===== src/rtl/cprm_pkg.sv =====
// Shared constants and types for the clock path, reset and multiplier control block.
// Assumes a single 125 MHz register clock that also stands in for the input clock rate.
package cprm_pkg;

  // ----------------------------------------------------------------
  // Timing
  // ----------------------------------------------------------------
  localparam int unsigned CLK_MHZ = 125;
  localparam int unsigned CLK_PERIOD_NS = 8;
  localparam int unsigned POR_WAIT_US = 100;
  localparam int unsigned LONG_CAL_TIME_US = 5000;
  localparam int unsigned LONG_CAL_CYCLES = LONG_CAL_TIME_US * CLK_MHZ;
  localparam int unsigned SHORT_CAL_TIME_US = 500;
  localparam int unsigned SHORT_CAL_CYCLES = SHORT_CAL_TIME_US * CLK_MHZ;
  localparam int unsigned WDOG_W = 20;

  // ----------------------------------------------------------------
  // Register map (byte addresses)
  // ----------------------------------------------------------------
  localparam int unsigned ADDR_W = 8;
  localparam logic [7:0] OFS_CTRL = 8'h00;
  localparam logic [7:0] OFS_CHAN = 8'h04;
  localparam logic [7:0] OFS_MODE = 8'h08;
  localparam logic [7:0] OFS_SEQ = 8'h0c;
  localparam logic [7:0] OFS_STATUS = 8'h10;

  // ----------------------------------------------------------------
  // Fields and reset values
  // ----------------------------------------------------------------
  localparam int unsigned NUM_CH = 4;
  localparam int unsigned LVL_W = 3;
  localparam int unsigned CTRL_RESET_BIT = 0;
  localparam int unsigned CHAN_PATH_LSB = 0;
  localparam int unsigned CHAN_BUF_LSB = 4;
  localparam int unsigned CHAN_LVL_LSB = 8;
  localparam int unsigned SEQ_PRE_LSB = 0;
  localparam int unsigned SEQ_DIV_LSB = 8;
  localparam int unsigned PRE_W = 3;
  localparam int unsigned SDIV_W = 8;
  localparam int unsigned TEMP_W = 10;
  localparam int unsigned STAT_TEMP_LSB = 0;
  localparam int unsigned STAT_LOCK_BIT = 16;
  localparam int unsigned STAT_BUSY_BIT = 17;
  localparam int unsigned STAT_SEQEN_BIT = 18;
  localparam logic [31:0] CHAN_RST = 32'h000f_ffff;
  localparam logic [31:0] MODE_RST = 32'h0000_0024;
  localparam logic [31:0] SEQ_RST = 32'h0000_0801;
  localparam int unsigned MODE_W = 9;

  // ----------------------------------------------------------------
  // Encodings
  // ----------------------------------------------------------------
  localparam logic [1:0] SRC_BUFFER = 2'h0;
  localparam logic [1:0] SRC_DIVIDE = 2'h1;
  localparam logic [1:0] SRC_MULTIPLY = 2'h2;
  localparam logic [2:0] DIV_BY2 = 3'h1;
  localparam logic [2:0] DIV_BY3 = 3'h2;
  localparam logic [2:0] DIV_BY4 = 3'h3;
  localparam logic [2:0] DIV_BY5 = 3'h4;
  localparam logic [2:0] DIV_BY7 = 3'h6;
  localparam logic [1:0] MULT_X2 = 2'h0;
  localparam logic [1:0] MULT_X3 = 2'h1;
  localparam logic [1:0] MULT_X4 = 2'h2;
  localparam logic [1:0] RESP_OKAY = 2'h0;
  localparam logic [1:0] RESP_SLVERR = 2'h2;

  typedef struct packed {
    logic div_reset;
    logic [1:0] multiply_ratio_field;
    logic sequencer_clock_enable;
    logic [2:0] divide_code;
    logic [1:0] output_source_select;
  } cprm_mode_t;

  typedef struct packed {
    logic [NUM_CH-1:0] path_on;
    logic [NUM_CH-1:0] buffer_on;
    logic [NUM_CH-1:0][LVL_W-1:0] level;
  } cprm_chan_t;

  typedef enum logic {CAL_IDLE, CAL_RUN} cprm_cal_state_t;

endpackage


===== src/rtl/cprm_seqclk.sv =====
// Sequencer clock tick generator: one pulse every prescale x divide cycles.
// Assumes enable and clear come from logic on the same clock.
`timescale 1ns/10ps
module cprm_seqclk
  import cprm_pkg::*;
#(
  parameter int unsigned PW = PRE_W,
  parameter int unsigned DW = SDIV_W
)
(
  input wire logic aclk, // Clock
  input wire logic aresetn, // Sync reset, low
  input wire logic clear, // Soft reset pulse
  input wire logic enable, // Sequencer clock enable
  input wire logic [PW-1:0] prescale, // Prescale value
  input wire logic [DW-1:0] divide, // Divide value
  output logic tick // One cycle per sequencer period
);

  logic [PW+DW-1:0] count_reg;
  logic [PW+DW-1:0] count_next;
  logic [PW+DW-1:0] period;

  always_comb
  begin
    period = (PW+DW)'(prescale * divide);
    tick = 1'b0;
    count_next = count_reg;
    if (!enable)
    begin
      count_next = '0;
    end
    else if (count_reg + (PW+DW)'(1) >= period)
    begin
      // A zero product ticks every cycle rather than stalling
      tick = 1'b1;
      count_next = '0;
    end
    else
    begin
      count_next = count_reg + (PW+DW)'(1);
    end
  end

  always_ff @(posedge aclk)
  begin
    if (!aresetn || clear)
      count_reg <= '0;
    else
      count_reg <= count_next;
  end

endmodule


===== src/rtl/cprm_cal.sv =====
// Multiplier calibration sequencer with watchdog restart.
// Assumes the analog calibration done level is already synchronised.
`timescale 1ns/10ps
module cprm_cal
  import cprm_pkg::*;
#(
  parameter int unsigned LONG_CYCLES = LONG_CAL_CYCLES,
  parameter int unsigned SHORT_CYCLES = SHORT_CAL_CYCLES
)
(
  input wire logic aclk, // Clock
  input wire logic aresetn, // Sync reset, low
  input wire logic clear, // Soft reset pulse
  input wire logic start, // Calibration request pulse
  input wire logic mode_change, // Source select changed
  input wire logic seq_enable, // Sequencer clock running
  input wire logic cal_done, // Analog calibration finished
  output logic vco_cal_start, // Kick to analog calibration
  output logic busy // Calibration in progress
);

  localparam logic [WDOG_W-1:0] LONG_LIM = WDOG_W'(LONG_CYCLES - 1);
  localparam logic [WDOG_W-1:0] SHORT_LIM = WDOG_W'(SHORT_CYCLES - 1);

  cprm_cal_state_t state_reg;
  cprm_cal_state_t state_next;
  logic [WDOG_W-1:0] wdog_reg;
  logic [WDOG_W-1:0] wdog_next;
  logic long_reg;
  logic long_next;
  logic kick_reg;
  logic kick_next;
  logic armed_reg;
  logic armed_next;

  always_comb
  begin
    state_next = state_reg;
    wdog_next = wdog_reg;
    kick_next = 1'b0;
    long_next = long_reg;
    unique case (state_reg)
      CAL_IDLE:
      begin
        if (start)
        begin
          state_next = CAL_RUN;
          wdog_next = '0;
          kick_next = 1'b1;
        end
      end
      CAL_RUN:
      begin
        if (start)
        begin
          wdog_next = '0;
          kick_next = 1'b1;
        end
        else if (cal_done && armed_reg)
        begin
          state_next = CAL_IDLE;
          long_next = 1'b0;
        end
        else if (wdog_reg == (long_reg ? LONG_LIM : SHORT_LIM))
        begin
          // Watchdog ran out: begin the calibration again
          wdog_next = '0;
          kick_next = 1'b1;
        end
        else if (seq_enable)
        begin
          wdog_next = wdog_reg + WDOG_W'(1);
        end
      end
    endcase
    // A mode change in the same cycle as completion keeps the long window
    if (mode_change)
      long_next = 1'b1;
    // Synchroniser still shows the previous done level for a few cycles after a kick
    armed_next = (armed_reg || !cal_done) && !kick_next;
  end

  always_ff @(posedge aclk)
  begin
    if (!aresetn || clear)
    begin
      state_reg <= CAL_IDLE;
      wdog_reg <= '0;
      long_reg <= 1'b1;
      kick_reg <= 1'b0;
      armed_reg <= 1'b0;
    end
    else
    begin
      state_reg <= state_next;
      wdog_reg <= wdog_next;
      long_reg <= long_next;
      kick_reg <= kick_next;
      armed_reg <= armed_next;
    end
  end

  assign vco_cal_start = kick_reg;
  assign busy = (state_reg == CAL_RUN);

endmodule


===== src/rtl/cprm_top.sv =====
// Clock path, reset and multiplier control: AXI4-Lite registers driving the
// output channel enables, source select, divider, multiplier calibration and lock.
// Assumes analog status pins are asynchronous and pass a two-stage synchroniser.
//
// The register addresses and the AXI4-Lite register port were left to the implementer.
`timescale 1ns/10ps
module cprm_top
  import cprm_pkg::*;
#(
  parameter int unsigned LONG_CYCLES = LONG_CAL_CYCLES,
  parameter int unsigned SHORT_CYCLES = SHORT_CAL_CYCLES
)
(
  input wire logic aclk, // Clock, 125 MHz
  input wire logic aresetn, // Sync reset, low
  input wire logic [ADDR_W-1:0] awaddr, // Write address
  input wire logic awvalid, // Write address valid
  output logic awready, // Write address ready
  input wire logic [31:0] wdata, // Write data
  input wire logic [3:0] wstrb, // Write strobes
  input wire logic wvalid, // Write data valid
  output logic wready, // Write data ready
  output logic [1:0] bresp, // Write response
  output logic bvalid, // Write response valid
  input wire logic bready, // Write response ready
  input wire logic [ADDR_W-1:0] araddr, // Read address
  input wire logic arvalid, // Read address valid
  output logic arready, // Read address ready
  output logic [31:0] rdata, // Read data
  output logic [1:0] rresp, // Read response
  output logic rvalid, // Read data valid
  input wire logic rready, // Read data ready
  input wire logic input_clock_present, // Input clock detected, async
  input wire logic pll_lock_raw, // Multiplier PLL lock, async
  input wire logic vco_cal_done_raw, // Analog calibration done, async
  input wire logic [TEMP_W-1:0] temp_code_raw, // Temperature code, async
  output cprm_chan_t chan_ctrl, // Per-channel power and level
  output cprm_mode_t mode_ctrl, // Source, divide, multiply controls
  output logic divider_reset, // Main divider resync
  output logic sequencer_tick, // Sequencer clock pulse
  output logic vco_cal_start, // Calibration kick
  output logic cal_busy, // Calibration in progress
  output logic readback_output_pin // Lock state
);

  // ----------------------------------------------------------------
  // Synchronisers
  // ----------------------------------------------------------------
  // Temperature bits cross independently; a read may catch a mixed code
  localparam int unsigned SYNC_W = TEMP_W + 3;
  logic [SYNC_W-1:0] sync1_reg;
  logic [SYNC_W-1:0] sync2_reg;
  logic clk_ok;
  logic lock_sync;
  logic cal_done_sync;
  logic [TEMP_W-1:0] temp_sync;

  always_ff @(posedge aclk)
  begin
    if (!aresetn)
    begin
      sync1_reg <= '0;
      sync2_reg <= '0;
    end
    else
    begin
      sync1_reg <= {input_clock_present, pll_lock_raw, vco_cal_done_raw, temp_code_raw};
      sync2_reg <= sync1_reg;
    end
  end

  assign {clk_ok, lock_sync, cal_done_sync, temp_sync} = sync2_reg;

  // ----------------------------------------------------------------
  // Register state
  // ----------------------------------------------------------------
  logic aw_held_reg, aw_held_next;
  logic w_held_reg, w_held_next;
  logic [ADDR_W-1:0] waddr_reg, waddr_next;
  logic [31:0] wdata_reg, wdata_next;
  logic [3:0] wstrb_reg, wstrb_next;
  logic bvalid_reg, bvalid_next;
  logic [1:0] bresp_reg, bresp_next;
  logic rvalid_reg, rvalid_next;
  logic [1:0] rresp_reg, rresp_next;
  logic [31:0] rdata_reg, rdata_next;
  logic reset_bit_reg, reset_bit_next;
  logic [31:0] chan_reg, chan_next;
  cprm_mode_t mode_reg, mode_next;
  logic [31:0] seq_reg, seq_next;
  logic lock_reg, lock_next;
  logic soft_reset;
  logic cal_start;
  logic mode_change;
  logic [31:0] merged;
  logic [31:0] status_word;
  cprm_mode_t wmode;

  function automatic logic [31:0] merge_bytes(input logic [31:0] old_v, input logic [31:0] new_v,
                                              input logic [3:0] strb);
    logic [31:0] res;
    res = old_v;
    for (int b = 0; b < 4; b++)
      if (strb[b])
        res[8*b +: 8] = new_v[8*b +: 8];
    return res;
  endfunction

  always_comb
  begin
    status_word = '0;
    status_word[STAT_TEMP_LSB +: TEMP_W] = temp_sync;
    status_word[STAT_LOCK_BIT] = lock_reg;
    status_word[STAT_BUSY_BIT] = cal_busy;
    status_word[STAT_SEQEN_BIT] = mode_reg.sequencer_clock_enable;
  end

  // ----------------------------------------------------------------
  // Bus and register next state
  // ----------------------------------------------------------------
  always_comb
  begin
    aw_held_next = aw_held_reg;
    w_held_next = w_held_reg;
    waddr_next = waddr_reg;
    wdata_next = wdata_reg;
    wstrb_next = wstrb_reg;
    bvalid_next = bvalid_reg;
    bresp_next = bresp_reg;
    rvalid_next = rvalid_reg;
    rresp_next = rresp_reg;
    rdata_next = rdata_reg;
    reset_bit_next = reset_bit_reg;
    chan_next = chan_reg;
    mode_next = mode_reg;
    seq_next = seq_reg;
    soft_reset = 1'b0;
    cal_start = 1'b0;
    merged = '0;
    wmode = mode_reg;

    if (awvalid && awready)
    begin
      aw_held_next = 1'b1;
      waddr_next = awaddr;
    end
    if (wvalid && wready)
    begin
      w_held_next = 1'b1;
      wdata_next = wdata;
      wstrb_next = wstrb;
    end
    if (bvalid_reg && bready)
      bvalid_next = 1'b0;

    if (aw_held_reg && w_held_reg && !bvalid_reg)
    begin
      aw_held_next = 1'b0;
      w_held_next = 1'b0;
      bvalid_next = 1'b1;
      bresp_next = RESP_OKAY;
      unique case ({waddr_reg[ADDR_W-1:2], 2'b00})
        OFS_CTRL:
        begin
          merged = merge_bytes({31'h0000_0000, reset_bit_reg}, wdata_reg, wstrb_reg);
          reset_bit_next = merged[CTRL_RESET_BIT];
          // Reset finishes in this one cycle, well ahead of any next write
          soft_reset = merged[CTRL_RESET_BIT];
          cal_start = clk_ok && !merged[CTRL_RESET_BIT];
        end
        OFS_CHAN:
        begin
          reset_bit_next = 1'b0;
          chan_next = merge_bytes(chan_reg, wdata_reg, wstrb_reg);
        end
        OFS_MODE:
        begin
          reset_bit_next = 1'b0;
          merged = merge_bytes(32'(mode_reg), wdata_reg, wstrb_reg);
          wmode = cprm_mode_t'(merged[MODE_W-1:0]);
          mode_next = wmode;
          // Reserved codes are refused and the previous setting stays
          if (wmode.output_source_select == 2'h3)
            mode_next.output_source_select = mode_reg.output_source_select;
          if (wmode.divide_code == 3'h0 || wmode.divide_code == 3'h5 || wmode.divide_code == 3'h7)
            mode_next.divide_code = mode_reg.divide_code;
          if (wmode.multiply_ratio_field == 2'h3)
            mode_next.multiply_ratio_field = mode_reg.multiply_ratio_field;
        end
        OFS_SEQ:
        begin
          reset_bit_next = 1'b0;
          seq_next = merge_bytes(seq_reg, wdata_reg, wstrb_reg);
        end
        OFS_STATUS:
        begin
          reset_bit_next = 1'b0;
        end
        default:
        begin
          bresp_next = RESP_SLVERR;
        end
      endcase
    end

    if (soft_reset)
    begin
      chan_next = CHAN_RST;
      mode_next = cprm_mode_t'(MODE_RST[MODE_W-1:0]);
      seq_next = SEQ_RST;
    end

    if (rvalid_reg && rready)
      rvalid_next = 1'b0;
    if (arvalid && arready)
    begin
      rvalid_next = 1'b1;
      rresp_next = RESP_OKAY;
      unique case ({araddr[ADDR_W-1:2], 2'b00})
        OFS_CTRL: rdata_next = {31'h0000_0000, reset_bit_reg};
        OFS_CHAN: rdata_next = chan_reg;
        OFS_MODE: rdata_next = 32'(mode_reg);
        OFS_SEQ: rdata_next = seq_reg;
        OFS_STATUS: rdata_next = status_word;
        default:
        begin
          rdata_next = '0;
          rresp_next = RESP_SLVERR;
        end
      endcase
    end
  end

  assign mode_change = (mode_next.output_source_select != mode_reg.output_source_select);

  // Lock is only trusted while the sequencer clock runs
  always_comb
  begin
    lock_next = lock_reg;
    if (soft_reset || !mode_reg.sequencer_clock_enable || mode_reg.output_source_select != SRC_MULTIPLY)
      lock_next = 1'b0;
    else if (sequencer_tick)
      lock_next = lock_sync;
  end

  always_ff @(posedge aclk)
  begin
    if (!aresetn)
    begin
      aw_held_reg <= 1'b0;
      w_held_reg <= 1'b0;
      waddr_reg <= '0;
      wdata_reg <= '0;
      wstrb_reg <= '0;
      bvalid_reg <= 1'b0;
      bresp_reg <= RESP_OKAY;
      rvalid_reg <= 1'b0;
      rresp_reg <= RESP_OKAY;
      rdata_reg <= '0;
      reset_bit_reg <= 1'b0;
      chan_reg <= CHAN_RST;
      mode_reg <= cprm_mode_t'(MODE_RST[MODE_W-1:0]);
      seq_reg <= SEQ_RST;
      lock_reg <= 1'b0;
    end
    else
    begin
      aw_held_reg <= aw_held_next;
      w_held_reg <= w_held_next;
      waddr_reg <= waddr_next;
      wdata_reg <= wdata_next;
      wstrb_reg <= wstrb_next;
      bvalid_reg <= bvalid_next;
      bresp_reg <= bresp_next;
      rvalid_reg <= rvalid_next;
      rresp_reg <= rresp_next;
      rdata_reg <= rdata_next;
      reset_bit_reg <= reset_bit_next;
      chan_reg <= chan_next;
      mode_reg <= mode_next;
      seq_reg <= seq_next;
      lock_reg <= lock_next;
    end
  end

  assign awready = !aw_held_reg && !bvalid_reg;
  assign wready = !w_held_reg && !bvalid_reg;
  assign bvalid = bvalid_reg;
  assign bresp = bresp_reg;
  assign arready = !rvalid_reg;
  assign rvalid = rvalid_reg;
  assign rresp = rresp_reg;
  assign rdata = rdata_reg;

  // ----------------------------------------------------------------
  // Channel power gating
  // ----------------------------------------------------------------
  for (genvar c = 0; c < NUM_CH; c++)
  begin : g_chan
    always_comb
    begin
      chan_ctrl.path_on[c] = chan_reg[CHAN_PATH_LSB + c];
      chan_ctrl.buffer_on[c] = chan_reg[CHAN_PATH_LSB + c] && chan_reg[CHAN_BUF_LSB + c];
      chan_ctrl.level[c] = chan_ctrl.buffer_on[c] ? chan_reg[CHAN_LVL_LSB + LVL_W*c +: LVL_W] : '0;
    end
  end

  assign mode_ctrl = mode_reg;
  // Divider held in reset during a soft reset too
  assign divider_reset = mode_reg.div_reset || reset_bit_reg;

  // ----------------------------------------------------------------
  // Sequencer clock and calibration
  // ----------------------------------------------------------------
  cprm_seqclk u_seqclk (
    .aclk(aclk),
    .aresetn(aresetn),
    .clear(soft_reset),
    .enable(mode_reg.sequencer_clock_enable),
    .prescale(seq_reg[SEQ_PRE_LSB +: PRE_W]),
    .divide(seq_reg[SEQ_DIV_LSB +: SDIV_W]),
    .tick(sequencer_tick)
  );

  cprm_cal #(
    .LONG_CYCLES(LONG_CYCLES),
    .SHORT_CYCLES(SHORT_CYCLES)
  ) u_cal (
    .aclk(aclk),
    .aresetn(aresetn),
    .clear(soft_reset),
    .start(cal_start && mode_reg.output_source_select == SRC_MULTIPLY),
    .mode_change(mode_change),
    .seq_enable(mode_reg.sequencer_clock_enable),
    .cal_done(cal_done_sync),
    .vco_cal_start(vco_cal_start),
    .busy(cal_busy)
  );

  // No serial readback on this bus: the pin carries lock only, low otherwise
  assign readback_output_pin = lock_reg;

endmodule


===== config.mk =====
export PLATFORM = sky130hd
export DESIGN_NAME = cprm_top
export DESIGN_NICKNAME = d
export VERILOG_FILES = /design/src/rtl/cprm_pkg.sv /design/src/rtl/cprm_seqclk.sv /design/src/rtl/cprm_cal.sv /design/src/rtl/cprm_top.sv
export SDC_FILE = /design/constraint.sdc
export NUM_CORES = 1
export LEC_CHECK = 0
export ABC_AREA = 1
export BUFFER_PORTS_ARGS = -buffer_cell sky130_fd_sc_hd__buf_2
export CORE_UTILIZATION = 52
export DETAILED_ROUTE_END_ITERATION = 12
export GPL_ROUTABILITY_DRIVEN = 0
export MAX_ROUTING_LAYER = met4
export PLACE_DENSITY = 0.84
export SLEW_MARGIN = 25
export SYNTH_ARGS = -nofsm -noshare
export SYNTH_HDL_FRONTEND = slang
export SYNTH_SLANG_ARGS = --single-unit

===== constraint.sdc =====
create_clock -name aclk -period 4.7 [get_ports aclk]
set_clock_uncertainty 0.05 [all_clocks]
set_input_delay 1.41 -clock aclk [delete_from_list [all_inputs] [get_ports aclk]]
set_output_delay 1.41 -clock aclk [all_outputs]
set_load 0.005 [all_outputs]

==> reports/metrics.csv, run 1 <==
stage;metric;value;unit
critical_path;master of the slowest instance on the critical path;sky130_fd_sc_hd__fa_1;
clock_network;clock insertion delay at the later pin of the skew report;0.51;ns
critical_path;Cell Chain, Critical Path;buf_6 -> nand2_2 -> inv_2 -> fa_1 -> inv_2 -> fa_2 -> o21ai_2 -> a21oi_2 -> o21ai_2 -> nand2_1 -> nand2_1 -> a21oi_2 -> ha_1 -> nand2_1 -> o21a_2 -> a21oi_4 -> buf_2;
logic_synthesis;share of flip-flops with an asynchronous set or reset after synthesis;0;
detailed_routing;wire length on met1;11.2;mm
placement;minimum setup slack after placement;-0.130;ns
outcome;violated checks;setup timing;
detailed_routing;vias per std cell;5.31;
sta;max_slew headroom;0.348;
floorplanning;Floorplan Core Area;18900;um^2
cells_and_area;antenna cell count;0;
grt;antenna violations before repair;0;
floorplanning;horizontal die dimension;142;um
detailed_routing;drt total wl;27.3;mm
clock_network;CTS H-Tree Depth;1;
critical_path;startpoint-to-endpoint class of the critical path;flop to output port;
detailed_routing;met2 routed WL;13.1;mm
placement;number of instances in the placed design;1790;
power;clock share of power;0.444;
placement;Final HPWL DP;18.8;mm
logic_synthesis;post-synthesis sequential area ratio;0.427;
logic_synthesis;post-synth design cell area;10100;um^2
critical_path;CP dominant cell by count;sky130_fd_sc_hd__nand2_1;
sta;fin crit share;1.08;
power;power density relative to cell area;330;nW/um^2
logic_synthesis;EDFF count, synth;0;
clock_network;clock tree buffer depth;3;
sta;max-slew violations;0;
grt;total global routing track utilization;0.277;
power;worst-case vdd ir drop;0.000239;V
sta;Final Worst Setup Slack;-0.384;ns
power;fraction of power spent switching nets;0.236;
detailed_routing;drt initial violations;760;
critical_path;arrival time worst endpoint;3.62;ns
logic_synthesis;most frequent cells after synthesis;283 x sky130_fd_sc_hd__nand2_1, 218 x sky130_fd_sc_hd__inv_1, 216 x sky130_fd_sc_hd__dfxtp_1;
placement;IO Port Bufs;140;
power;internal power;0.00300;W
clock_network;root cell of the clock tree;sky130_fd_sc_hd__clkbuf_16;
clock_network;hold-fix buffers at CTS;0;
detailed_routing;number of iterations in the first detailed-routing pass;5;
job;number of maximum-capacitance violations;0;
logic_synthesis;area share of the largest cell type after synthesis;0.427;
clock_network;clock-pin slew on the worst setup and hold paths;0.07;ns
detailed_routing;drt drc;0;
sta;final setup fails;1;
logic_synthesis;cell type with the highest aggregate area in the netlist;sky130_fd_sc_hd__dfxtp_1;
sta;post-route setup TNS;-0.384;ns
floorplanning;total die area;20100;um^2
critical_path;CP required;3.24;ns
cells_and_area;Area growth syn-to-layout;17.2;%
logic_synthesis;syn avg cell area;7.05;um^2
cells_and_area;final layout net count;1665;
power;leakage power;5.44;nW
logic_synthesis;most numerous cell in the Yosys netlist;sky130_fd_sc_hd__nand2_1;
outcome;result of the run;finished with violations;
cells_and_area;post-layout instance count excluding filler cells;1837;
detailed_routing;vias after detailed routing;9763;
min_path;HP Class;flop to flop;
grt;pin count of the biggest net entering global routing;74;
sta;hold_ws;0.354;ns
detailed_routing;highest metal layer with signal wires;met4;
critical_path;longest individual stage delay on the worst path;0.57;ns
clock_network;Num CTS Buffers;22;
clock_network;sink count of the clock tree;216;
logic_synthesis;count of cell types in the netlist;39;
power;total power draw;0.00392;W
sta;RSZ-0062 raised after global routing;true;
power;fraction of power consumed by combinational cells;0.066;
critical_path;setup slack of the worst register-to-register path;0.90;ns
floorplanning;initial standard-cell utilization of the core;0.536;
power;fraction of power consumed by sequential logic;0.491;
sta;slew at the pin with the worst max-slew slack;0.976;ns
clock_network;CTS tree;yes;
floorplanning;count of standard-cell rows;50;
cells_and_area;ratio of cells with drive above 1 in the final layout;0.173;
detailed_routing;remaining antenna violation count;0;
logic_synthesis;post-synthesis sequential element count;216;
grt;global-route wire length before repair;43.3;mm
critical_path;Worst setup SP type;flop;
sta;maximum frequency from static timing analysis;0.197;GHz
critical_path;critical path endpoint category;output port;
floorplanning;I/O pin cnt;147;
logic_synthesis;Post-Synthesis Cells;1437;
critical_path;worst-path maximum fanout;3;
power;NetSw;0.000925;W
detailed_routing;DR WL met3;1.85;mm
grt;total global routing overflow;0;
sta;Period minus WS final;5.08;ns
sta;final hold violation count;0;
floorplanning;die span in y;142;um
logic_synthesis;dominant register cell in the synthesized netlist;sky130_fd_sc_hd__dfxtp_1;
logic_synthesis;biggest area contributors in the synthesized netlist;sky130_fd_sc_hd__dfxtp_1 43%, sky130_fd_sc_hd__nand2_1 10%, sky130_fd_sc_hd__inv_1 8.1%;
detailed_routing;routed length per instance;14.9;um
grt;via count of the first global-routing pass;9058;
logic_synthesis;Yosys warning count;0;
## worst paths after layout
check / startpoint / end / depth (start not counted)
worst max register to register: seq_reg[2]$_SDFFE_PP0P_ / u_seqclk.count_reg[2]$_SDFF_PP0_ / 18
worst min register to register: sync1_reg[9]$_SDFF_PN0_ / sync2_reg[9]$_SDFF_PN0_ / 2
worst min-delay path: sync1_reg[9]$_SDFF_PN0_ / sync2_reg[9]$_SDFF_PN0_ / 2
worst max-delay path: seq_reg[2]$_SDFFE_PP0P_ / sequencer_tick / 17
## what timing repair did
action,in CTS,in global routing
setup buffers,7,3
setup endpoints to repair,1,1
gates resized for setup,21,17
pin swaps,19,15
## through the flow
step	util	instance area (um^2)
6_report	0.629	11900
5_1_grt	0.629	11900
4_1_cts	0.624	11800
3_5_place_dp	0.580	11000
3_3_place_gp	0.580	11000
2_1_floorplan	-	10100
## power groups by stage
stage / clock network [W] / registers [W] / logic [W]
2_1_floorplan: 0 / 0.00195 / 0.000176
3_3_place_gp: 0 / 0.00196 / 0.000245
3_5_place_dp: 0 / 0.00197 / 0.000253
4_1_cts: 0.00175 / 0.00193 / 0.000255
5_1_grt: 0.00184 / 0.00193 / 0.000288
6_report: 0.00174 / 0.00193 / 0.000257
## cells in the final DEF, fill, tap and decap left out, drive strengths merged, types with 14 or more instances in the layout
| cell type | synthesis | layout |
|---|---|---|
| o22ai | 23 | 23 |
| nor2 | 153 | 153 |
| nand2 | 290 | 290 |
| buf | 34 | 168 |
| a21oi | 151 | 151 |
| nand4 | 14 | 14 |
| clkbuf | 33 | 31 |
| dfxtp | 216 | 216 |
| nand3 | 69 | 69 |
| inv | 230 | 230 |
| o21ai | 155 | 155 |
| ha | 23 | 23 |
## kinds of logic (layout without fill, tap and decap cells)
kind of cell / count (synthesis) / in the layout / share of synthesized area
buf+inv: 299 / 438 / 0.120
flops: 216 / 216 / 0.427
compound gates: 342 / 342 / 0.177
simple gates: 538 / 538 / 0.224
fa+ha+maj: 30 / 30 / 0.0422
other cells: 1 / 2 / 0.000370
xor+xnor: 11 / 11 / 0.00950
## routing by layer
| metal | vias to the layer above | global-route usage |
|---|---|---|
| met4 | 0 | 0.122 |
| met5 | - | - |
| met1 | 4483 | 0.332 |
| met2 | 370 | 0.465 |
| li1 | 4822 | - |
| met3 | 88 | 0.0368 |
## layout make-up
type	instances	area [um^2]
clock buffer	31	656
clock inverter	7	66.3
fill	1640	7010
inverter	232	871
multi-input combinational	923	4700
sequential	216	4340
tap	260	325
timing repair buffer	168	922
## worst max-delay path, delay by kind of cell, from the launching register on
| family | cells | cell delay, ns |
|---|---|---|
| AO/OA/AOI/OAI | 6 | 0.89 |
| adder cells (fa/ha/maj) | 3 | 1.26 |
| AND/OR/NAND/NOR | 4 | 0.27 |
| buffers and inverters | 4 | 0.34 |
| flip-flops | 1 | 0.36 |
No activity file was read; power rests on OpenSTA's default activity.
==> inputs of run 2 (changes only) <==
--- a/config.mk
+++ b/config.mk
@@ -7,11 +7,12 @@
 export LEC_CHECK = 0
 export ABC_AREA = 1
 export BUFFER_PORTS_ARGS = -buffer_cell sky130_fd_sc_hd__buf_2
-export CORE_UTILIZATION = 52
+export CORE_MARGIN = 8
+export CORE_UTILIZATION = 55
 export DETAILED_ROUTE_END_ITERATION = 12
 export GPL_ROUTABILITY_DRIVEN = 0
 export MAX_ROUTING_LAYER = met4
-export PLACE_DENSITY = 0.84
+export PLACE_DENSITY = 0.85
 export SLEW_MARGIN = 25
 export SYNTH_ARGS = -nofsm -noshare
 export SYNTH_HDL_FRONTEND = slang
==> constraint.sdc (replaced) <==
create_clock -name aclk -period 5.61 [get_ports aclk]
set_clock_uncertainty 0.05 [all_clocks]
set_input_delay 1.683 -clock aclk [delete_from_list [all_inputs] [get_ports aclk]]
set_output_delay 1.683 -clock aclk [all_outputs]
set_load 0.005 [all_outputs]
==> reports/metrics.csv, run 2 (synthesized netlist as in run 1, its figures left out) <==
stage;metric;value;unit;change
sta;max_slew headroom;0.452;;was 0.348
cells_and_area;final layout net count;1647;;was 1,665
cells_and_area;commonest non-fill, non-tap cell in the layout;sky130_fd_sc_hd__nand2_1;;unchanged
detailed_routing;drt total wl;27.0;mm;was 27.3 mm
power;fraction of power spent switching nets;0.234;;was 0.236
detailed_routing;remaining antenna violation count;0;;unchanged
grt;global-route wire length before repair;43.3;mm;about the same
detailed_routing;routed length per instance;15.1;um;was 14.9 um
power;power density relative to cell area;290;nW/um^2;was 330 nW/um^2
power;internal power;0.00260;W;was 0.00300 W
detailed_routing;drt drc;0;;unchanged
cells_and_area;summed area of non-filler cells in the final layout;11700;um^2;was 11,900 um^2
detailed_routing;drt initial violations;664;;was 760
power;fraction of power consumed by combinational cells;0.064;;was 0.066
cells_and_area;commonest cells after routing, fill and taps aside;281 x sky130_fd_sc_hd__nand2_1, 218 x sky130_fd_sc_hd__inv_1, 213 x sky130_fd_sc_hd__dfxtp_1;;was 278 x sky130_fd_sc_hd__nand2_1, 213 x sky130_fd_sc_hd__inv_1, 210 x sky130_fd_sc_hd__dfxtp_1
sta;maximum frequency from static timing analysis;0.183;GHz;
placement;instance area after placement;10800;um^2;was 11,000 um^2
floorplanning;initial standard-cell utilization of the core;0.562;;was 0.536
outcome;result of the run;finished clean;;was finished with violations
critical_path;worst-path maximum fanout;9;;was 3
sta;Final Worst Setup Slack;0.155;ns;was -0.384 ns
clock_network;sink count of the clock tree;216;;unchanged
cells_and_area;antenna cell count;0;;unchanged
min_path;HP Class;flop to flop;;unchanged
grt;total global routing track utilization;0.237;;was 0.277
detailed_routing;number of iterations in the first detailed-routing pass;7;;was 5
grt;total global routing overflow;0;;unchanged
critical_path;source of the critical timing path;seq_reg[2]$_SDFFE_PP0P_;;unchanged
clock_network;clock-pin slew on the worst setup and hold paths;0.06;ns;was 0.07 ns
clock_network;CTS H-Tree Depth;1;;unchanged
clock_network;root cell of the clock tree;sky130_fd_sc_hd__clkbuf_16;;unchanged
critical_path;startpoint-to-endpoint class of the critical path;flop to output port;;unchanged
floorplanning;die span in y;152;um;was 142 um
grt;antenna violations before repair;0;;unchanged
cells_and_area;ratio of cells with drive above 1 in the final layout;0.153;;was 0.173
power;NetSw;0.000795;W;was 0.000925 W
clock_network;clock insertion delay at the later pin of the skew report;0.51;ns;about the same
cells_and_area;post-layout utilization of the core;0.648;;was 0.629
clock_network;CTS tree;yes;;unchanged
clock_network;clock tree buffer depth;3;;unchanged
sta;hold_ws;0.359;ns;was 0.354 ns
min_path;Hold Crit Start;sync1_reg[11]$_SDFF_PN0_;;was sync1_reg[9]$_SDFF_PN0_
clock_network;Num CTS Buffers;23;;was 22
critical_path;r2r worst-path depth;17;;was 18
grt;via count of the first global-routing pass;9262;;was 9,058
sta;final hold violation count;0;;unchanged
critical_path;launch point of the worst reg-to-reg path;seq_reg[2]$_SDFFE_PP0P_;;unchanged
sta;Period minus WS final;5.46;ns;
critical_path;CP required;3.88;ns;was 3.24 ns
critical_path;critical path endpoint category;output port;;unchanged
sta;fin crit share;0.972;;
floorplanning;I/O pin cnt;147;;unchanged
power;leakage power;5.38;nW;was 5.44 nW
power;clock share of power;0.461;;was 0.444
sta;slew at the pin with the worst max-slew slack;0.820;ns;was 0.976 ns
power;worst-case vdd ir drop;0.000287;V;was 0.000239 V
cells_and_area;Area growth syn-to-layout;15.3;%;was 17.2%
min_path;Worst Hold Depth;2;;unchanged
detailed_routing;vias per std cell;5.41;;was 5.31
detailed_routing;vias after detailed routing;9689;;was 9,763
floorplanning;Floorplan Core Area;18000;um^2;was 18,900 um^2
floorplanning;horizontal die dimension;152;um;was 142 um
sta;max-slew violations;0;;unchanged
floorplanning;total die area;23000;um^2;was 20,100 um^2
job;number of maximum-capacitance violations;0;;unchanged
grt;pin count of the biggest net entering global routing;74;;unchanged
placement;Final HPWL DP;19.0;mm;was 18.8 mm
power;fraction of power consumed by sequential logic;0.476;;was 0.491
placement;minimum setup slack after placement;0.211;ns;was -0.130 ns
sta;final setup fails;0;;was 1
critical_path;arrival time worst endpoint;3.72;ns;was 3.62 ns
critical_path;Worst setup SP type;flop;;unchanged
placement;IO Port Bufs;140;;unchanged
floorplanning;count of standard-cell rows;49;;was 50
clock_network;hold-fix buffers at CTS;0;;unchanged
==> run 2: repair_timing <==
| action | in CTS | in global routing |
|---|---|---|
| endpoints found under the setup margin | 1 | 1 |
| gates resized for setup | 5 | 9 |
| pin swaps | 0 | 5 |
| hold endpoints to repair | 0 | 0 |
| buffers inserted | 0 | 1 |
==> run 2: power by group through the flow <==
stage	registers [W]	clock network (W)	logic, W
after detailed placement	0.00165	0	0.000213
after floorplan	0.00164	0	0.000147
after CTS	0.00161	0.00158	0.000214
final	0.00161	0.00156	0.000216
after global placement	0.00164	0	0.000206
after global routing	0.00162	0.00164	0.000243
==> run 2: final timing paths <==
kind	endpoint	slack (ns)
max	sequencer_tick	0.15
min	sync2_reg[11]$_SDFF_PN0_	0.36
min reg2reg	sync2_reg[11]$_SDFF_PN0_	0.36
max reg2reg	u_seqclk.count_reg[2]$_SDFF_PP0_	1.89
==> run 2: critical path, stage by stage, from the launching register on <==
cell                      delay, ns
sky130_fd_sc_hd__dfxtp_1       0.32
sky130_fd_sc_hd__buf_4         0.15
sky130_fd_sc_hd__nand2_1       0.08
sky130_fd_sc_hd__fa_1          0.54
sky130_fd_sc_hd__inv_1         0.05
sky130_fd_sc_hd__ha_1          0.36
sky130_fd_sc_hd__nand2_1       0.10
sky130_fd_sc_hd__o21ai_2       0.17
sky130_fd_sc_hd__a21oi_1       0.09
sky130_fd_sc_hd__o21ai_1       0.22
sky130_fd_sc_hd__nand2_1       0.08
sky130_fd_sc_hd__nand2_1       0.06
sky130_fd_sc_hd__a21oi_1       0.06
sky130_fd_sc_hd__ha_1          0.29
sky130_fd_sc_hd__nand2_1       0.07
sky130_fd_sc_hd__nor2_1        0.13
sky130_fd_sc_hd__nand2_2       0.09
sky130_fd_sc_hd__a21oi_2       0.21
sky130_fd_sc_hd__buf_2         0.15
==> run 2: final cells by class <==
| type | instances | area [um^2] |
|---|---|---|
| clock buffers | 33 | 683 |
| clock inverters | 9 | 111 |
| fillers | 1514 | 6340 |
| inverters | 232 | 871 |
| multi-input cells | 923 | 4640 |
| flip-flops and latches | 216 | 4330 |
| well taps | 229 | 287 |
| repair buffers | 149 | 768 |
==> run 2: per-layer routing <==
layer | part of all wire | global-route usage | vias to the layer above
met5 | 0 | - | -
met4 | 0.033 | 0.0960 | 0
met3 | 0.069 | 0.0327 | 60
met2 | 0.48 | 0.396 | 368
met1 | 0.42 | 0.283 | 4483
li1 | - | - | 4778
==> run 2: metrics by stage <==
stage / total power [W] / cells / TNS, ns
finish: 0.00339 / 1791 / 0
global placement: 0.00185 / 1748 / 0
detailed placement: 0.00186 / 1748 / 0
floorplan: 0.00178 / 1438 / 0
CTS: 0.00340 / 1790 / 0
global route: 0.00350 / 1791 / -0.0140
==> inputs of run 3 (changes only) <==
--- a/config.mk
+++ b/config.mk
@@ -8,11 +8,11 @@
 export ABC_AREA = 1
 export BUFFER_PORTS_ARGS = -buffer_cell sky130_fd_sc_hd__buf_2
 export CORE_MARGIN = 8
-export CORE_UTILIZATION = 55
+export CORE_UTILIZATION = 50
 export DETAILED_ROUTE_END_ITERATION = 12
 export GPL_ROUTABILITY_DRIVEN = 0
 export MAX_ROUTING_LAYER = met4
-export PLACE_DENSITY = 0.85
+export PLACE_DENSITY = 0.79
 export SLEW_MARGIN = 25
 export SYNTH_ARGS = -nofsm -noshare
 export SYNTH_HDL_FRONTEND = slang
==> reports/metrics.csv, run 3 (synthesized netlist as in run 1, its figures left out) <==
stage;metric;value;unit;change
sta;max-slew violations;0;;unchanged
cells_and_area;Area growth syn-to-layout;16.2;%;was 15.3%
min_path;HP Class;flop to flop;;unchanged
power;leakage power;5.40;nW;was 5.38 nW
min_path;Hold Crit Start;sync1_reg[12]$_SDFF_PN0_;;was sync1_reg[11]$_SDFF_PN0_
outcome;result of the run;finished clean;;unchanged
power;total power draw;0.00346;W;was 0.00339 W
min_path;Hold Path Sink;sync2_reg[12]$_SDFF_PN0_;;was sync2_reg[11]$_SDFF_PN0_
critical_path;startpoint-to-endpoint class of the critical path;flop to output port;;unchanged
critical_path;setup slack of the worst register-to-register path;1.91;ns;was 1.89 ns
detailed_routing;drt drc;0;;unchanged
detailed_routing;number of iterations in the first detailed-routing pass;5;;was 7
detailed_routing;vias per std cell;5.23;;was 5.41
grt;antenna violations before repair;0;;unchanged
cells_and_area;final layout net count;1648;;was 1,647
floorplanning;total die area;25100;um^2;was 23,000 um^2
critical_path;CP required;3.88;ns;about the same
min_path;Worst Hold Depth;2;;unchanged
detailed_routing;remaining antenna violation count;0;;unchanged
critical_path;worst-path maximum fanout;8;;was 9
cells_and_area;ratio of cells with drive above 1 in the final layout;0.153;;about the same
clock_network;clock-pin slew on the worst setup and hold paths;0.06;ns;about the same
job;number of maximum-capacitance violations;0;;unchanged
placement;Final HPWL DP;19.6;mm;was 19.0 mm
power;power density relative to cell area;293;nW/um^2;was 290 nW/um^2
clock_network;clock tree buffer depth;3;;unchanged
sta;fin crit share;0.962;;was 0.972
floorplanning;count of standard-cell rows;52;;was 49
detailed_routing;drt total wl;27.5;mm;was 27.0 mm
grt;total global routing overflow;0;;unchanged
critical_path;arrival time worst endpoint;3.66;ns;was 3.72 ns
placement;number of instances in the placed design;1789;;was 1,748
floorplanning;I/O pin cnt;147;;unchanged
floorplanning;die span in y;158;um;was 152 um
floorplanning;horizontal die dimension;158;um;was 152 um
detailed_routing;routed length per instance;15.0;um;was 15.1 um
critical_path;capturing point of the worst reg2reg path;u_seqclk.count_reg[2]$_SDFF_PP0_;;unchanged
critical_path;Worst setup SP type;flop;;unchanged
clock_network;CTS tree;yes;;unchanged
detailed_routing;vias after detailed routing;9575;;was 9,689
clock_network;clock insertion delay at the later pin of the skew report;0.52;ns;was 0.51 ns
sta;Period minus WS final;5.40;ns;was 5.46 ns
grt;total global routing track utilization;0.223;;was 0.237
cells_and_area;post-layout instance count excluding filler cells;1831;;was 1,791
critical_path;critical path endpoint category;output port;;unchanged
cells_and_area;commonest non-fill, non-tap cell in the layout;sky130_fd_sc_hd__nand2_1;;unchanged
grt;pin count of the biggest net entering global routing;74;;unchanged
clock_network;CTS H-Tree Depth;1;;unchanged
sta;maximum frequency from static timing analysis;0.185;GHz;was 0.183 GHz
critical_path;launch point of the worst reg-to-reg path;seq_reg[2]$_SDFFE_PP0P_;;unchanged
floorplanning;Floorplan Core Area;20000;um^2;was 18,000 um^2
sta;final setup fails;0;;unchanged
grt;via count of the first global-routing pass;9268;;was 9,262
sta;slew at the pin with the worst max-slew slack;0.841;ns;was 0.820 ns
clock_network;root cell of the clock tree;sky130_fd_sc_hd__clkbuf_16;;unchanged
clock_network;Num CTS Buffers;23;;unchanged
cells_and_area;commonest cells after routing, fill and taps aside;282 x sky130_fd_sc_hd__nand2_1, 218 x sky130_fd_sc_hd__inv_1, 213 x sky130_fd_sc_hd__dfxtp_1;;was 281 x sky130_fd_sc_hd__nand2_1, 218 x sky130_fd_sc_hd__inv_1, 213 x sky130_fd_sc_hd__dfxtp_1
placement;IO Port Bufs;140;;unchanged
grt;global-route wire length before repair;44.2;mm;was 43.3 mm
critical_path;r2r worst-path depth;17;;unchanged
floorplanning;initial standard-cell utilization of the core;0.506;;was 0.562
cells_and_area;post-layout utilization of the core;0.588;;was 0.648
clock_network;sink count of the clock tree;216;;unchanged
cells_and_area;antenna cell count;0;;unchanged
sta;max_slew headroom;0.438;;was 0.452
sta;final hold violation count;0;;unchanged
power;worst-case vdd ir drop;0.000201;V;was 0.000287 V
detailed_routing;drt initial violations;605;;was 664
## run 3: layout make-up
| type | instances | area, um^2 |
|---|---|---|
| multi-input cells | 923 | 4650 |
| flip-flops and latches | 216 | 4330 |
| well taps | 270 | 338 |
| repair buffers | 150 | 776 |
| fillers | 1856 | 8260 |
| clock inverters | 8 | 148 |
| inverters | 232 | 871 |
| clock buffers | 32 | 669 |
## run 3: stage by stage
stage / hold WS (ns) / worst slack [ns] / setup TNS (ns) / cell area [um^2]
after floorplan: 0.340 / 0.618 / 0 / 10100
after global placement: 0.345 / 0.282 / 0 / 10900
after detailed placement: 0.347 / 0.220 / 0 / 10900
after CTS: 0.370 / 0.0522 / 0 / 11700
after global routing: 0.381 / -0.00503 / -0.00503 / 11800
final: 0.366 / 0.214 / 0 / 11800
## run 3: how the worst max path moves through the flow
stage	slack (ns)	startpoint	depth (start not counted)	to
2_1_floorplan	0.62	seq_reg[2]$_SDFFE_PP0P_	17	sequencer_tick
3_3_place_gp	0.28	seq_reg[1]$_SDFFE_PP0P_	17	sequencer_tick
3_5_place_dp	0.22	seq_reg[1]$_SDFFE_PP0P_	17	sequencer_tick
4_1_cts	0.05	seq_reg[1]$_SDFFE_PP0P_	17	sequencer_tick
5_1_grt	-0.005	seq_reg[1]$_SDFFE_PP0P_	18	sequencer_tick
6_report	0.21	seq_reg[1]$_SDFFE_PP0P_	18	sequencer_tick
## run 3: layer usage
layer  share of wire  global-route usage  wire, um  up-vias
met3           0.061              0.0383      1690       78
met4           0.045               0.102      1230        0
met1            0.42               0.264     11700     4365
li1                -                   -         -     4787
met5               0                   -         0        -
met2            0.47               0.368     12900      345
## run 3: where the power goes
part	total (W)	internal, W	leakage (nW)	switching, W
Sequential	0.00161	0.00158	1.76	0.0000316
Clock	0.00163	0.00102	0.404	0.000613
Combinational	0.000217	0.0000730	3.24	0.000144
Total	0.00346	0.00267	5.40	0.000788
## run 3: what timing repair did
item | CTS | global route
hold buffers | 0 | 0
setup endpoints to repair | 1 | 1
resized for setup | 5 | 10
setup buffers | 0 | 2
pin swaps | 0 | 3
## run 3: worst max-delay path, cell delays in order, from the launching register on
cell and delay (ns):
sky130_fd_sc_hd__dfxtp_4 0.39, sky130_fd_sc_hd__nand2_1 0.09, sky130_fd_sc_hd__fa_1 0.46, sky130_fd_sc_hd__inv_1 0.07
sky130_fd_sc_hd__ha_2 0.18, sky130_fd_sc_hd__inv_1 0.05, sky130_fd_sc_hd__fa_2 0.35, sky130_fd_sc_hd__o21ai_2 0.16
sky130_fd_sc_hd__a21oi_1 0.10, sky130_fd_sc_hd__o21ai_2 0.17, sky130_fd_sc_hd__nand2_1 0.06, sky130_fd_sc_hd__nand2_1 0.05
sky130_fd_sc_hd__a21oi_1 0.06, sky130_fd_sc_hd__ha_1 0.30, sky130_fd_sc_hd__nand2_1 0.07, sky130_fd_sc_hd__nor2_1 0.10
sky130_fd_sc_hd__nand2_1 0.11, sky130_fd_sc_hd__a21oi_2 0.23, sky130_fd_sc_hd__buf_2 0.15
